## src/inc/rpm_pkg.sv

```systemverilog
// Package of the receive performance monitor counter bank.
// Assumes an APB slave with 32-bit data and 16-bit byte addresses.
package rpm_pkg;
    // Register indices; byte address is four times the index.
    localparam logic [15:0] IDX_SEVERE = 16'h0904;
    localparam logic [15:0] IDX_CRC_HI = 16'h0905;
    localparam logic [15:0] IDX_CRC_LO = 16'h0906;
    localparam logic [15:0] IDX_SLIP = 16'h0907;
    localparam logic [15:0] IDX_CTRL = 16'h0910;
    localparam logic [15:0] IDX_IRQ_ST = 16'h0911;
    localparam logic [15:0] IDX_IRQ_MASK = 16'h0912;
    localparam int ADDR_MULT = 4;
    // Control register fields.
    localparam int CTRL_ESF_BIT = 0;
    localparam logic CTRL_ESF_RESET = 1'b0;
    // Interrupt status and mask fields.
    localparam int IRQ_W = 3;
    localparam int IRQ_SEVERE_BIT = 0;
    localparam int IRQ_CRC_BIT = 1;
    localparam int IRQ_SLIP_BIT = 2;
    localparam logic [2:0] IRQ_ST_RESET = 3'h0;
    localparam logic [2:0] IRQ_MASK_RESET = 3'h0;
    // Counter widths and reset values.
    localparam int CNT8_W = 8;
    localparam int CNT16_W = 16;
    localparam logic [7:0] CNT8_RESET = 8'h00;
    localparam logic [15:0] CNT16_RESET = 16'h0000;
    localparam logic [7:0] CNT8_MAX = 8'hFF;
    localparam logic [15:0] CNT16_MAX = 16'hFFFF;
    // Severely errored frame windows, in microseconds and in superframes.
    localparam int SF_PERIOD_US = 125;
    localparam int SEVERE_SF_TIME_US = 750;
    localparam int SEVERE_ESF_TIME_US = 3000;
    localparam int SEVERE_SF_FRAMES = SEVERE_SF_TIME_US / SF_PERIOD_US;
    localparam int SEVERE_ESF_FRAMES = SEVERE_ESF_TIME_US / SF_PERIOD_US;
    localparam int RUN_W = 5;
    // Receive events from framer and slip buffer, one cycle pulses.
    typedef struct packed {
        logic sf_done;
        logic fbit_err;
        logic crc_err;
        logic slip_repeat;
        logic slip_drop;
    } rpm_evt_t;
endpackage : rpm_pkg

```

## src/verilog/rpm_top.sv

```systemverilog
// Receive performance monitor counters with an APB register port.
// Assumes event pulses synchronous to clk_sys and an APB master.
//
// Functional notes
// - Severely errored frame count, eight bits.
// - SF mode: six consecutive errored superframes.
// - ESF mode: twenty-four consecutive errored superframes.
// - Sixteen-bit sync bit error count, two bytes.
// - Ordered upper then lower read clears.
// - Counters reset to zero, clear on read.
// - Slip count, eight bits, since read.
// - Frame repeat or drop is one slip.
//
// Added by the designer: register access over APB.
`timescale 1ns/100ps
module rpm_top (
    input wire logic clk_sys,
    input wire logic rstn,
    input wire logic psel,
    input wire logic penable,
    input wire logic pwrite,
    input wire logic [15:0] paddr,
    input wire logic [31:0] pwdata,
    output logic [31:0] prdata,
    output logic pready,
    output logic pslverr,
    input wire rpm_pkg::rpm_evt_t rx_evt,
    output logic irq
);
    logic rd_setup;
    logic acc;
    logic rd_acc;
    logic wr_acc;
    logic hit_severe;
    logic hit_hi;
    logic hit_lo;
    logic hit_slip;
    logic hit_ctrl;
    logic hit_st;
    logic hit_mask;
    logic mapped;
    logic esf_q;
    logic [4:0] run_q;
    logic [4:0] limit;
    logic severe_hit;
    logic crc_ev;
    logic slip_ev;
    logic [7:0] severe_cnt_q;
    logic [7:0] severe_cnt_d;
    logic [7:0] slip_cnt_q;
    logic [7:0] slip_cnt_d;
    logic [15:0] crc_cnt_q;
    logic [15:0] crc_cnt_d;
    logic [15:0] snap16_q;
    logic pend_q;
    logic lo_clear;
    logic [31:0] prdata_q;
    logic [31:0] rd_mux;
    logic [2:0] st_q;
    logic [2:0] st_set;
    logic [2:0] st_clr;
    logic [2:0] mask_q;

    function automatic logic [15:0] idx2addr(input logic [15:0] idx);
        idx2addr = 16'(idx * rpm_pkg::ADDR_MULT);
    endfunction : idx2addr

    // Returns the next value of a saturating counter after a clear-on-read.
    function automatic logic [15:0] cnt_next(input logic [15:0] cur, input logic [15:0] taken,
                                             input logic rd, input logic ev,
                                             input logic [15:0] max);
        logic [15:0] base;
        base = rd ? cur - taken : cur;
        if (ev && base != max) begin
            base = base + 16'h0001;
        end
        cnt_next = base;
    endfunction : cnt_next

    // Address decode and APB phase flags.
    assign rd_setup = psel & ~penable & ~pwrite;
    assign acc = psel & penable;
    assign rd_acc = acc & ~pwrite;
    assign wr_acc = acc & pwrite;
    assign hit_severe = paddr == idx2addr(rpm_pkg::IDX_SEVERE);
    assign hit_hi = paddr == idx2addr(rpm_pkg::IDX_CRC_HI);
    assign hit_lo = paddr == idx2addr(rpm_pkg::IDX_CRC_LO);
    assign hit_slip = paddr == idx2addr(rpm_pkg::IDX_SLIP);
    assign hit_ctrl = paddr == idx2addr(rpm_pkg::IDX_CTRL);
    assign hit_st = paddr == idx2addr(rpm_pkg::IDX_IRQ_ST);
    assign hit_mask = paddr == idx2addr(rpm_pkg::IDX_IRQ_MASK);
    assign mapped = hit_severe | hit_hi | hit_lo | hit_slip | hit_ctrl | hit_st | hit_mask;
    assign pready = 1'b1;
    assign pslverr = acc & ~mapped;
    assign prdata = prdata_q;

    // Framing mode control register.
    always_ff @(posedge clk_sys or negedge rstn) begin
        if (!rstn) begin
            esf_q <= rpm_pkg::CTRL_ESF_RESET;
        end else if (wr_acc && hit_ctrl) begin
            esf_q <= pwdata[rpm_pkg::CTRL_ESF_BIT];
        end
    end

    assign limit = esf_q ? 5'(rpm_pkg::SEVERE_ESF_FRAMES) : 5'(rpm_pkg::SEVERE_SF_FRAMES);
    assign severe_hit = rx_evt.sf_done & rx_evt.fbit_err & (run_q == limit - 5'h01);

    always_ff @(posedge clk_sys or negedge rstn) begin
        if (!rstn) begin
            run_q <= 5'h00;
        end else if (wr_acc && hit_ctrl) begin
            run_q <= 5'h00;
        end else if (rx_evt.sf_done) begin
            if (!rx_evt.fbit_err || severe_hit) begin
                run_q <= 5'h00;
            end else begin
                run_q <= run_q + 5'h01;
            end
        end
    end

    assign slip_ev = rx_evt.slip_repeat | rx_evt.slip_drop;
    assign crc_ev = rx_evt.crc_err;
    assign lo_clear = rd_acc & hit_lo & pend_q;

    assign severe_cnt_d = 8'(cnt_next({8'h00, severe_cnt_q}, {8'h00, prdata_q[7:0]},
        rd_acc & hit_severe, severe_hit, {8'h00, rpm_pkg::CNT8_MAX}));
    assign slip_cnt_d = 8'(cnt_next({8'h00, slip_cnt_q}, {8'h00, prdata_q[7:0]},
                                    rd_acc & hit_slip, slip_ev, {8'h00, rpm_pkg::CNT8_MAX}));
    assign crc_cnt_d = cnt_next(crc_cnt_q, snap16_q, lo_clear, crc_ev, rpm_pkg::CNT16_MAX);

    always_ff @(posedge clk_sys or negedge rstn) begin
        if (!rstn) begin
            severe_cnt_q <= rpm_pkg::CNT8_RESET;
            slip_cnt_q <= rpm_pkg::CNT8_RESET;
            crc_cnt_q <= rpm_pkg::CNT16_RESET;
        end else begin
            severe_cnt_q <= severe_cnt_d;
            slip_cnt_q <= slip_cnt_d;
            crc_cnt_q <= crc_cnt_d;
        end
    end

    // upper read snapshots the whole count.
    always_ff @(posedge clk_sys or negedge rstn) begin
        if (!rstn) begin
            snap16_q <= rpm_pkg::CNT16_RESET;
        end else if (rd_setup && hit_hi) begin
            snap16_q <= crc_cnt_q;
        end
    end

    // pair tracking from upper read to lower read.
    always_ff @(posedge clk_sys or negedge rstn) begin
        if (!rstn) begin
            pend_q <= 1'b0;
        end else if (rd_acc && hit_hi) begin
            pend_q <= 1'b1;
        end else if (rd_acc && hit_lo) begin
            pend_q <= 1'b0;
        end
    end

    // Read data is chosen in the setup cycle and held through access.
    always_comb begin
        rd_mux = 32'h0000_0000;
        case (1'b1)
            hit_severe: rd_mux[7:0] = severe_cnt_q;
            hit_hi: rd_mux[7:0] = crc_cnt_q[15:8];
            hit_lo: rd_mux[7:0] = pend_q ? snap16_q[7:0] : crc_cnt_q[7:0];
            hit_slip: rd_mux[7:0] = slip_cnt_q;
            hit_ctrl: rd_mux[rpm_pkg::CTRL_ESF_BIT] = esf_q;
            hit_st: rd_mux[2:0] = st_q;
            hit_mask: rd_mux[2:0] = mask_q;
            default: rd_mux = 32'h0000_0000;
        endcase
    end

    always_ff @(posedge clk_sys or negedge rstn) begin
        if (!rstn) begin
            prdata_q <= 32'h0000_0000;
        end else if (rd_setup) begin
            prdata_q <= rd_mux;
        end
    end

    // Sticky event status, write one to clear, set wins.
    always_comb begin
        st_set = 3'h0;
        st_set[rpm_pkg::IRQ_SEVERE_BIT] = severe_hit;
        st_set[rpm_pkg::IRQ_CRC_BIT] = crc_ev;
        st_set[rpm_pkg::IRQ_SLIP_BIT] = slip_ev;
        st_clr = (wr_acc && hit_st) ? pwdata[rpm_pkg::IRQ_W-1:0] : 3'h0;
    end

    always_ff @(posedge clk_sys or negedge rstn) begin
        if (!rstn) begin
            st_q <= rpm_pkg::IRQ_ST_RESET;
        end else begin
            st_q <= (st_q & ~st_clr) | st_set;
        end
    end

    always_ff @(posedge clk_sys or negedge rstn) begin
        if (!rstn) begin
            mask_q <= rpm_pkg::IRQ_MASK_RESET;
        end else if (wr_acc && hit_mask) begin
            mask_q <= pwdata[rpm_pkg::IRQ_W-1:0];
        end
    end

    assign irq = |(st_q & mask_q);
endmodule : rpm_top

```

## config.mk

```make
export PLATFORM = sky130hd
export DESIGN_NAME = rpm_top
export DESIGN_NICKNAME = d
export VERILOG_FILES = /design/src/inc/rpm_pkg.sv /design/src/verilog/rpm_top.sv
export SDC_FILE = /design/constraint.sdc
export NUM_CORES = 1
export LEC_CHECK = 0
export ABC_AREA = 1
export BUFFER_PORTS_ARGS = -buffer_cell sky130_fd_sc_hd__buf_2
export CORE_ASPECT_RATIO = 0.5
export CORE_UTILIZATION = 45
export DETAILED_ROUTE_END_ITERATION = 12
export HOLD_SLACK_MARGIN = 0.02
export PLACE_DENSITY_LB_ADDON = 0.2
export SKIP_CTS_REPAIR_TIMING = 1
export SLEW_MARGIN = 20
export SYNTH_ARGS = -nofsm -noshare
export SYNTH_HDL_FRONTEND = slang
export SYNTH_SLANG_ARGS = --single-unit
```

## constraint.sdc

```tcl
create_clock -name clk_sys -period 2.5 [get_ports clk_sys]
set_clock_uncertainty 0.15 [all_clocks]
set_input_delay 0.5 -clock clk_sys [delete_from_list [all_inputs] [get_ports clk_sys]]
set_output_delay 0.5 -clock clk_sys [all_outputs]
set_load 0.01 [all_outputs]
```

# ---- Word level (Yosys, flattened, before mapping)
# Cells that the tools add are included.
dict set report word_totals {
  regBits 69
  inputBits 58
  out_inout_bits 35
  wordCells 101
}
dict set report classes {
  n_addsub 8
  n_eq_ne 11
  mux 32
  bitwise_logic 26
  reduce_logical 14
}
# op n
set ops {}
lappend ops {{$eq 16x14->1 const B} 7}
lappend ops {{$mux 16} 4}
lappend ops {{$mux 5} 8}
lappend ops {{$ne 16x8->1 const B} 2}
lappend ops {{$mux 8} 3}
lappend ops {{$sub 8x8->9} 2}
lappend ops {{$add 16x1->16 const B} 1}
lappend ops {{$add 8x1->8 const B} 2}
lappend ops {{$ne 16x16->1 const B} 1}
lappend ops {{$sub 16x16->16} 1}
lappend ops {{$mux 2} 7}
lappend ops {{$and 1x1->1} 12}
lappend ops {{$logic_and 1x1->1} 9}
lappend ops {{$mux 1} 9}
lappend ops {{$or 1x1->1} 7}
lappend ops {{$and 3x3->3} 2}
lappend ops {{$add 5x1->5 const B} 1}
lappend ops {{$eq 5x5->1} 1}
lappend ops {{$sub 5x1->5 const B} 1}
lappend ops {{$reduce_bool 2->1} 2}
lappend ops {{$mux 3} 1}
lappend ops {{$not 1->1} 3}
lappend ops {{$not 3->3} 1}
lappend ops {{$or 3x3->3} 1}
lappend ops {{3 further kinds} 3}

# ---- Longest topological paths before layout
# Gate-level depths: netlist of the first run.
dict set report logic_depth {
  word_depth 9
  ltp_mapped 22
  mapped_depth_nobuf 20
}

# ---- Least setup slack after synthesis of the first run
# Ideal clock, no wire load.
dict set report synth_timing {
  path_type {input-to-reg}
  from {in paddr[6]}
  to {reg crc_cnt_q[13]}
  setup_ns 0.116
  arrival_time_ns 2.543
  required_time_ns 2.234
  path_slack_ns -0.309
  stages 21
  path_buffers 2
  path_cell_list {nor2_1 inv_1 nor2_4 nand2_4 nor2_8 nand3_4 buf_6 nand2_1 nand2_1 inv_1 ha_1 nand3_1 nor2_2 nand3_2 nor2_2 nand2_2 nand2_4 inv_4 buf_6 nand2_1 nand2_1}
}
dict set report synth_between {
  elab_chain_len 7
  word_cells_on_any_way 8
  classes_between {add/sub: 1; eq/ne: 2; mux: 2; bitwise: 2; reduce/logical: 1}
}
# element line
set synth_lines {}
lappend synth_lines {{start: declaration} rpm_top.sv:22} ;# input wire logic [15:0] paddr,
lappend synth_lines {{$eq 16x14->1 (*)} rpm_top.sv:87} ;# assign hit_lo = paddr == idx2addr(rpm_pkg::IDX_CRC_LO);
lappend synth_lines {{$and 1x1->1 (*) (2 in series)} rpm_top.sv:125} ;# assign lo_clear = rd_acc & hit_lo & pend_q;
lappend synth_lines {{$mux 16 (*)} rpm_top.sv:73} ;# base = rd ? cur - taken : cur;
lappend synth_lines {{parallel branches: the longest is 2 deep, another holds $add 16x1->16} n/a}
lappend synth_lines {{$mux 16 (*)} rpm_top.sv:74} ;# if (ev && base != max) begin
lappend synth_lines {{via crc_cnt_d[13]} rpm_top.sv:53} ;# logic [15:0] crc_cnt_d;
lappend synth_lines {{end signal: assignment} rpm_top.sv:137} ;# crc_cnt_q <= rpm_pkg::CNT16_RESET;
lappend synth_lines {{end signal: assignment} rpm_top.sv:141} ;# crc_cnt_q <= crc_cnt_d;
lappend synth_lines {{end: declaration} rpm_top.sv:52} ;# logic [15:0] crc_cnt_q;
# Mark *: on every way through the listed nets, which the timed path passes.
# A chain may end at the register's enable or synchronous reset.

# ---- Worst setup path in the final report of the first run
dict set report layout_timing {
  from {reg crc_cnt_q[0]}
  to {reg crc_cnt_q[6]}
}
dict set report layout_between {
  elab_chain_len 5
  word_cells_on_any_way 6
  classes_between {add/sub: 2; eq/ne: 1; mux: 2; reduce/logical: 1}
}
# element line
set layout_lines {}
lappend layout_lines {{$sub 16x16->16} rpm_top.sv:73}
lappend layout_lines {{$mux 16 (*)} rpm_top.sv:73}
lappend layout_lines {{parallel branches: the longest is 2 deep, another holds $add 16x1->16} n/a}
lappend layout_lines {{$mux 16 (*)} rpm_top.sv:74}
lappend layout_lines {{via crc_cnt_d[6]} rpm_top.sv:53}
# Marked as above.

==> flow_summary.toml, run 1 <==
[run_status]
outcome = "finished with violations"
violations = "negative setup slack"

[floorplan]
coreArea_um2 = 13800
die-area_um2 = 15000
initial_core_util = 0.471
die_w_um = 172
placementRows = 30
die_h_um = 87.1
boundaryPins = 93

[global_route]
antenna_found_initial = 0
grt_usage = 0.260
grt_max_degree = 49
grt_pass1_vias = 6570
gr-total-overflow = 0
grt_pass1_wl_um = 30500

[timing]
setup_tns_ns = -4.50
tightest_slew_ns = 0.566
setup_violations = 24
slew_headroom = 0.619
finalHoldViolCount = 0
setup_slack_ns = -0.278
fmax_mhz = 360
period_share = 1.11
drv_slew = 0
rsz0062_at_grt = "yes"
period_minus_slack_ns = 2.78

[cells_and_area]
nFillCells = 1271
area.growth.synth_to_final_pct = 36.9
antennaDiodeCount = 0
design_area_um2 = 8910
nets = 1330
final_core_util = 0.645
drive_above_1_share = 0.303
instances_no_fill = 1430

[setup_path]
worstPathRequired_ns = 2.63
cp.arrival_ns = 2.90
cp-start-kind = "register"
criticalPathCategory = "register to register"
end_kind = "register"
cp_max_fo = 7

[drt]
antenna_left = 0
viasPerCell = 4.99
first_pass_iters = 5
wl_um = 19500
vias = 7140
drc = 0
initialDrtViolationCount = 445
wl_per_cell_um = 13.6

[place]
place_area_um2 = 7980
dp.cells = 1397
hpwl_um = 15000
gp_congestion = 0.943
port_buffers = 38

[logic_synthesis]
netlist.area_leader.share = 0.265
synth_cell_types = 46
syn_inst = 1030
ys_seq_area_frac = 0.265
postSynthAreaPerCell_um2 = 6.32
syn_area_um2 = 6510
yosysWarnings = 0
yosysTopAreaCell = "dfrtp_1"
synth_area_leaders = "dfrtp_1, nand2_1, inv_1"
ys_ff_latch = 69

[pwr]
pwr-share-clk = 0.205
pwr-share-comb = 0.577
power.switching_mw = 2.71
switching_share = 0.425
peakVddDrop_mv = 0.497
p_int_mw = 3.67
p_per_area_nw_per_um2 = 717
seq_power_share = 0.219
p_leak_nw = 4.78

[cts]
cts_tree = "done"
clkLatencyLatePin_ns = 0.34
htree_levels = 3
cts_sinks = 69
cts_buffer_depth = 2
cts-buffers-inserted = 9
clock-root-buffer = "clkbuf_16"
clk_pin_slew_ns = 0.06

[job]
drv_cap = 0

[min_path]
hold_path_class = "input port to register"
[metal layers]
metal / up-vias / share of wire / global-route usage
li1: 3586 / - / -
met2: 195 / 0.48 / 0.452
met4: 0 / 0.012 / 0.0523
met5: - / 0 / 0
met3: 26 / 0.055 / 0.0432
met1: 3333 / 0.46 / 0.343
[synthesized netlist by cell type (all sizes together)]
cell type / n
ha: 36
o22ai: 4
clkbuf: 5
nand3: 58
and2: 2
a21oi: 26
a31oi: 3
a211oi: 1
o21bai: 4
nand2: 366
nor4: 4
o221ai: 5
dfrtp: 69
and3: 1
o21a: 1
inv: 185
a311oi: 1
a21o: 2
nand3b: 4
or2: 5
xnor2: 8
o211ai: 4
nor2: 80
conb: 2
nor3: 7
o21ai: 60
nand4: 24
o2111ai: 3
fa: 3
xor2: 25
buf: 32
[placed cells by master (no fill, tap or decap), drive strengths merged, types with 3 or more instances in the layout]
cell / netlist / final
nand2: 366 / 367
buf: 32 / 202
inv: 185 / 186
nor2: 80 / 80
dfrtp: 69 / 69
o21ai: 60 / 60
nand3: 58 / 58
ha: 36 / 36
a21oi: 26 / 26
conb: 2 / 25
xor2: 25 / 25
nand4: 24 / 24
clkbuf: 5 / 12
xnor2: 8 / 8
nor3: 7 / 7
or2: 5 / 5
o221ai: 5 / 5
nor4: 4 / 4
o22ai: 4 / 4
o211ai: 4 / 4
nand3b: 4 / 4
o21bai: 4 / 4
o2111ai: 3 / 3
fa: 3 / 3
a31oi: 3 / 3
[critical path, stage by stage, from the launching register on]
cell and delay, ns:
dfrtp_1 0.37, inv_2 0.07, ha_4 0.12, inv_2 0.04
fa_2 0.56, inv_2 0.04, nand4_1 0.09, nand2_2 0.08
inv_2 0.08, ha_4 0.15, nand3_4 0.09, nor2_4 0.11
nand3_2 0.10, nor2_4 0.16, nand2_4 0.08, nand2_8 0.13
clkbuf_16 0.16, nand2_1 0.06, nand2_1 0.07
[stage by stage]
| step | hold WS [ns] | power [mW] | worst slack, ns |
|---|---|---|---|
| after floorplan | 0.0544 | 3.46 | -0.243 |
| after global placement | 0.315 | 4.47 | -0.316 |
| after detailed placement | 0.324 | 4.56 | -0.356 |
| after CTS | -0.00833 | 5.90 | -0.367 |
| after global routing | 0.304 | 6.90 | -0.399 |
| final | 0.264 | 6.39 | -0.278 |
[registers in the layout (all words and copies together) (netlist names)]
register	cells
crc_cnt_q	16
severe_cnt_q	8
mask_q	3
snap16_q	16
run_q	5
st_q	3
esf_q	1
slip_cnt_q	8
pend_q	1
prdata	8
[logic make-up (layout without fill, tap and decap cells)]
group | count (synthesis) | after routing | synth area share
and+or+nand+nor | 551 | 552 | 0.364
buffers and inverters | 222 | 406 | 0.147
AOI/OAI and AO/OA | 114 | 114 | 0.0999
DFF | 69 | 69 | 0.265
adders and majority gates | 39 | 39 | 0.0784
xor gates and xnor gates | 33 | 33 | 0.0444
other | 2 | 25 | 0.00115
[final timing paths]
| check | from | slack (ns) | cells after the start | end |
|---|---|---|---|---|
| setup / recovery | crc_cnt_q[0] | -0.28 | 18 | crc_cnt_q[6] |
| hold / removal | rx_evt[1] | 0.26 | 3 | st_q[2] |
| setup reg to reg | crc_cnt_q[0] | -0.28 | 18 | crc_cnt_q[6] |
| hold reg to reg | snap16_q[4] | 0.33 | 2 | snap16_q[4] |
| max in group asynchronous | rstn | 1.02 | 3 | prdata[0] |
| min in group asynchronous | rstn | 0.51 | 2 | esf_q |
[final cells by class]
| cell class | count | area, µm² | share of cell area |
|---|---|---|---|
| Tap cell | 192 | 240 | 0.0270 |
| Sequential cell | 69 | 1730 | 0.194 |
| Clock inverter | 5 | 58.8 | 0.00660 |
| Timing Repair inverter | 1 | 8.76 | 0.000983 |
| Clock buffer | 11 | 243 | 0.0272 |
| Timing Repair Buffer | 204 | 1520 | 0.171 |
| Multi-Input combinational cell | 763 | 4400 | 0.494 |
| Inverter | 185 | 714 | 0.0802 |
[power by group through the flow]
stage / clock [mW] / combinational, mW / sequential, mW
finish: 1.31 / 3.68 / 1.40
floorplan: 0 / 2.08 / 1.38
CTS: 1.33 / 3.19 / 1.38
global placement: 0 / 3.07 / 1.40
global route: 1.37 / 4.11 / 1.42
detailed placement: 0 / 3.17 / 1.40
Note: power is estimated with default switching activity, not from simulation.
==> inputs of run 2 (changes only) <==
Settings changed: CORE_ASPECT_RATIO 0.5 to 0.6, HOLD_SLACK_MARGIN 0.02 to 0.06.
Clock period 2.5 ns to 2.8 ns, I/O delays scaled along.
==> flow_summary.toml, run 2 (synthesis results as in run 1) <==
[run_status]
outcome = "finished with violations"
violations = "negative setup slack"

[setup_path]
cp_slowest_stage_delay_ns = 0.47
reg2reg_from = "crc_cnt_q[0]"
reg2reg_depth = 20
criticalPathCategory = "register to register"
reg2reg_to = "crc_cnt_q[9]"
worstPathCellList = "inv_2, ha_4, inv_2, fa_2, nand2_2, nand2_2, nand3_2, nand2_2, nand2_1, nand2_1, nand2_2, nand2_4, nor2_4, nand3_2, nor2_4, nand2_4, nand2_8, clkinv_8, nand2_1, nand2_2"
regToRegSetupSlack_ns = -0.02
end_kind = "register"
cp.arrival_ns = 2.89
cp-start-kind = "register"
cpMostUsedCell = "nand2_2"
crit_slowest_cell = "fa_2"
worstPathRequired_ns = 2.87
cp_max_fo = 7

[floorplan]
boundaryPins = 93
initial_core_util = 0.469
die_h_um = 95.2
die_w_um = 157
die-area_um2 = 15000
coreArea_um2 = 13900
placementRows = 33

[pwr]
pwr-share-comb = 0.534
pwr-share-clk = 0.233
peakVddDrop_mv = 0.280
p_int_mw = 3.11
p_leak_nw = 4.52
power.switching_mw = 2.37
seq_power_share = 0.233
p_per_area_nw_per_um2 = 654
switching_share = 0.432

[global_route]
grt_pass1_vias = 6100
antenna_found_initial = 0
gr-total-overflow = 0
grt_max_degree = 37
grt_usage = 0.275
grt_pass1_wl_um = 31200

[timing]
rsz0062_at_grt = "yes"
finalHoldViolCount = 0
period_share = 1.01
fmax_mhz = 355
tightest_slew_ns = 0.593
setup_slack_ns = -0.0177
slew_headroom = 0.603
setup_violations = 2
period_minus_slack_ns = 2.82
drv_slew = 0

[cts]
cts_sinks = 69
htree_levels = 3
cts-buffers-inserted = 9
cts_tree = "done"
cts_buffer_depth = 2
clkLatencyLatePin_ns = 0.34
clk_pin_slew_ns = 0.06
clock-root-buffer = "clkbuf_16"

[drt]
antenna_left = 0
drt-met1-wl_um = 10300
first_pass_iters = 5
initialDrtViolationCount = 585
vias = 6840
met3_length_um = 1870
viasPerCell = 4.97
wl_um = 19600
wl_per_cell_um = 14.2
topRoutingLayerUsed = "met4"
wl_met2_um = 7260
drc = 0

[place]
port_buffers = 38
place_area_um2 = 7690
hpwl_um = 15200
gp_congestion = 0.933

[cells_and_area]
nFillCells = 1328
final_core_util = 0.604
design_area_um2 = 8380
final_common_cell = "nand2_1"
antennaDiodeCount = 0
reg_top3 = "crc_cnt_q: 16 flops, snap16_q: 16 flops"
final_cell_mix = "nand2_1, inv_1, buf_4"
nets = 1277
area.growth.synth_to_final_pct = 28.7
drive_above_1_share = 0.230

[job]
drv_cap = 0

[min_path]
hold_path_class = "input port to async pin"
run 2: critical path, delay by kind of cell, from the launching register on:
kind | cells | cell delay, ns
DFF | 1 | 0.37
and+or+nand+nor | 15 | 1.40
buffers and inverters | 3 | 0.18
adders and majority gates | 2 | 0.59
run 2: cell type report:
type | instances | area (µm²) | share of cell area
inverters | 185 | 709 | 0.0847
well taps | 192 | 240 | 0.0287
flip-flops and latches | 69 | 1730 | 0.206
clock buffers | 10 | 239 | 0.0285
clock inverters | 6 | 86.3 | 0.0103
repair buffers | 152 | 1150 | 0.137
multi-input cells | 762 | 4220 | 0.503
repair inverters | 1 | 8.76 | 0.00105
run 2: worst max path at each step:
stage / from / endpoint / cells past startpoint
final: crc_cnt_q[0] / crc_cnt_q[9] / 20
after global routing: crc_cnt_q[0] / crc_cnt_q[2] / 18
after CTS: crc_cnt_q[0] / crc_cnt_q[15] / 22
after detailed placement: paddr[11] / slip_cnt_q[2] / 19
after global placement: paddr[11] / slip_cnt_q[2] / 19
after floorplan: paddr[7] / crc_cnt_q[2] / 21
run 2: power by group through the flow:
stage / Clock (mW) / Combinational, mW / Sequential [mW]
2_1_floorplan: 0 / 1.85 / 1.23
3_3_place_gp: 0 / 2.60 / 1.28
3_5_place_dp: 0 / 2.62 / 1.28
4_1_cts: 1.30 / 2.65 / 1.26
5_1_grt: 1.34 / 3.30 / 1.29
6_report: 1.28 / 2.93 / 1.28
run 2: through the flow:
step	hold WS, ns	setup WS [ns]	setup TNS, ns	instances	total power, mW
floorplan	0.114	-0.00395	-0.0312	1053	3.08
global placement	0.318	-0.217	-3.75	1355	3.87
detailed placement	0.323	-0.227	-4.57	1355	3.89
CTS	0.0505	-0.207	-2.15	1371	5.21
global route	0.0744	-0.151	-1.93	1377	5.93
finish	0.0301	-0.0177	-0.0189	1377	5.48
run 2: metal layers:
metal / up-vias / GRT usage
li1: 3479 / -
met1: 3090 / 0.437
met2: 251 / 0.362
met3: 20 / 0.0691
met4: 0 / 0.0518
met5: - / 0
==> inputs of run 3 (changes only) <==
Settings changed: ABC_AREA 1 to unset, BUFFER_PORTS_ARGS -buffer_cell sky130_fd_sc_hd__buf_2 to -buffer_cell sky130_fd_sc_hd__clkbuf_2.
==> flow_summary.toml, run 3 <==
[run_status]
outcome = "finished with violations"
violations = "negative setup slack"

[drt]
wl_per_cell_um = 17.6
drc = 0
vias = 5857
first_pass_iters = 6
initialDrtViolationCount = 543
antenna_left = 0
wl_um = 18700
viasPerCell = 5.53

[cells_and_area]
instances_no_fill = 1060
final_common_cell = "buf_4"
area.growth.synth_to_final_pct = 43.1
nets = 987
reg_top3 = "crc_cnt_q: 16 flops, snap16_q: 16 flops"
drive_above_1_share = 0.400
final_cell_mix = "buf_4, nand2_1, dfrtp_1"
nFillCells = 977
antennaDiodeCount = 0

[setup_path]
cp.buffers_inverters = 3
cp.arrival_ns = 3.67
end_kind = "register"
cp_max_fo = 5
reg2reg_depth = 13
crit_path_start = "crc_cnt_q[1]"
cp_top_family = "compound AO/OA/AOI/OAI gates"
crit_slowest_cell = "dfrtp_1"
cp_slowest_stage_delay_ns = 0.42
cpMostUsedCell = "buf_4"
cp-start-kind = "register"
criticalPathCategory = "register to register"
reg2reg_to = "crc_cnt_q[1]"
worstPathCellList = "buf_4, fa_2, a21o_1, a221o_1, o21ai_2, buf_4, xor2_1, o21ai_1, nand4_1, nand4b_4, o31ai_4, buf_6, mux2_4"
reg2reg_from = "crc_cnt_q[1]"
worstPathRequired_ns = 2.88
regToRegSetupSlack_ns = -0.79

[pwr]
p_per_area_nw_per_um2 = 602
p_leak_nw = 3.92
peakVddDrop_mv = 0.416

[logic_synthesis]
syn_inst = 669
yosysTopAreaCell = "dfrtp_1"
yosysMostFrequentCell = "nand2_1"
postSynthAreaPerCell_um2 = 8.51
syn_area_um2 = 5690
netlist.area_leader.share = 0.303
synth_flop_cell = "dfrtp_1"
synth_cell_types = 73
async_reset_ff_frac = 1.00
yosysWarnings = 0
yosys-top-cells-count = "nand2_1, dfrtp_1, inv_1, o21ai_0, nor2_1"
synth_area_leaders = "dfrtp_1, ha_1, nand2_1"
ys_seq_area_frac = 0.303
ys_ff_latch = 69
synth_edf_count = 0

[cts]
cts_tree = "done"
clk_pin_slew_ns = 0.06
htree_levels = 3
cts_sinks = 69
clock-root-buffer = "clkbuf_16"
cts-buffers-inserted = 9
clkLatencyLatePin_ns = 0.34
cts_buffer_depth = 2

[global_route]
grt_pass1_vias = 5725
grt_max_degree = 70
grt_usage = 0.291
grt_pass1_wl_um = 29400
antenna_found_initial = 0
gr-total-overflow = 0

[timing]
setup_slack_ns = -0.795
setup_violations = 32
finalHoldViolCount = 0
drv_slew = 0
period_share = 1.28
slew_headroom = 0.657
tightest_slew_ns = 0.514
setup_tns_ns = -14.40
period_minus_slack_ns = 3.59
fmax_mhz = 278
rsz0062_at_grt = "yes"

[floorplan]
boundaryPins = 93
die_h_um = 89.1
die_w_um = 147
placementRows = 31
die-area_um2 = 13100
coreArea_um2 = 12200
initial_core_util = 0.467

[place]
gp_congestion = 0.983
dp.cells = 1029
port_buffers = 38
hpwl_um = 14300

[job]
drv_cap = 0

[min_path]
hold_path_class = "input port to async pin"
-- run 3: cell types whose count changed after synthesis, moves of 13 or more --
| cell | delta |
|---|---|
| nand2_1 | -283 |
| inv_1 | -133 |
| nand3_1 | -35 |
| mux2_2 | +24 |
| nor2_1 | -24 |
| xnor2_1 | +19 |
| nand4_1 | -14 |
| o21ai_0 | -13 |
-- run 3: metrics by stage --
stage                     instance area, µm²   util  hold slack [ns]  setup WS (ns)  power [mW]
final                                   8140  0.669           0.0949         -0.795        4.90
after floorplan                         6020      -            0.114         -0.471        2.43
after global placement                  7480  0.614            0.348         -0.655        3.35
after global routing                    8140  0.669            0.111         -0.919        5.19
after detailed placement                7480  0.614            0.343         -0.706        3.45
after CTS                               7780  0.638            0.107         -0.745        4.66
-- run 3: logic make-up (layout without fill, tap and decap cells) --
kind of cell	count (synthesis)	count (layout)	synth area share
adders and majority gates	39	39	0.0897
DFF	69	69	0.303
buffers and inverters	90	293	0.0778
xor gates and xnor gates	42	42	0.0660
muxes	36	36	0.0699
AOI/OAI and AO/OA	161	161	0.186
other	2	25	0.00132
and+or+nand+nor	230	230	0.206
-- run 3: worst max path at each step --
stage / end / slack [ns] / cells after the start
2_1_floorplan: crc_cnt_q[1] / -0.47 / 14
3_3_place_gp: crc_cnt_q[4] / -0.65 / 13
3_5_place_dp: crc_cnt_q[4] / -0.71 / 13
4_1_cts: crc_cnt_q[4] / -0.74 / 13
5_1_grt: crc_cnt_q[4] / -0.92 / 16
6_report: crc_cnt_q[1] / -0.79 / 13
-- run 3: final cells by class --
cell class | count | area, µm² | share of cell area
Timing Repair Buffer | 230 | 1700 | 0.209
Inverter | 47 | 176 | 0.0217
Clock inverter | 6 | 71.3 | 0.00876
Multi-Input combinational cell | 533 | 4030 | 0.495
Tap cell | 165 | 206 | 0.0254
Clock buffer | 10 | 229 | 0.0281
Sequential cell | 69 | 1730 | 0.212
-- run 3: worst reg2reg max path: stages (launching register included) --
cell	delay [ns]
dfrtp_1	0.42
buf_4	0.17
fa_2	0.39
a21o_1	0.21
a221o_1	0.35
o21ai_2	0.26
buf_4	0.17
xor2_1	0.06
o21ai_1	0.16
nand4_1	0.15
nand4b_4	0.23
o31ai_4	0.29
buf_6	0.17
mux2_4	0.29
-- run 3: where the power goes --
part	internal [mW]	switching, mW
Clock	0.698	0.479
Combinational	1.27	1.22
Sequential	1.13	0.111
Total	3.09	1.81
-- run 3: per-layer routing --
layer	track usage	wire, µm	vias up
met5	0	0	-
met4	0.103	377	0
met3	0.0587	1360	37
met2	0.438	7930	232
met1	0.415	9010	2804
li1	-	-	2784
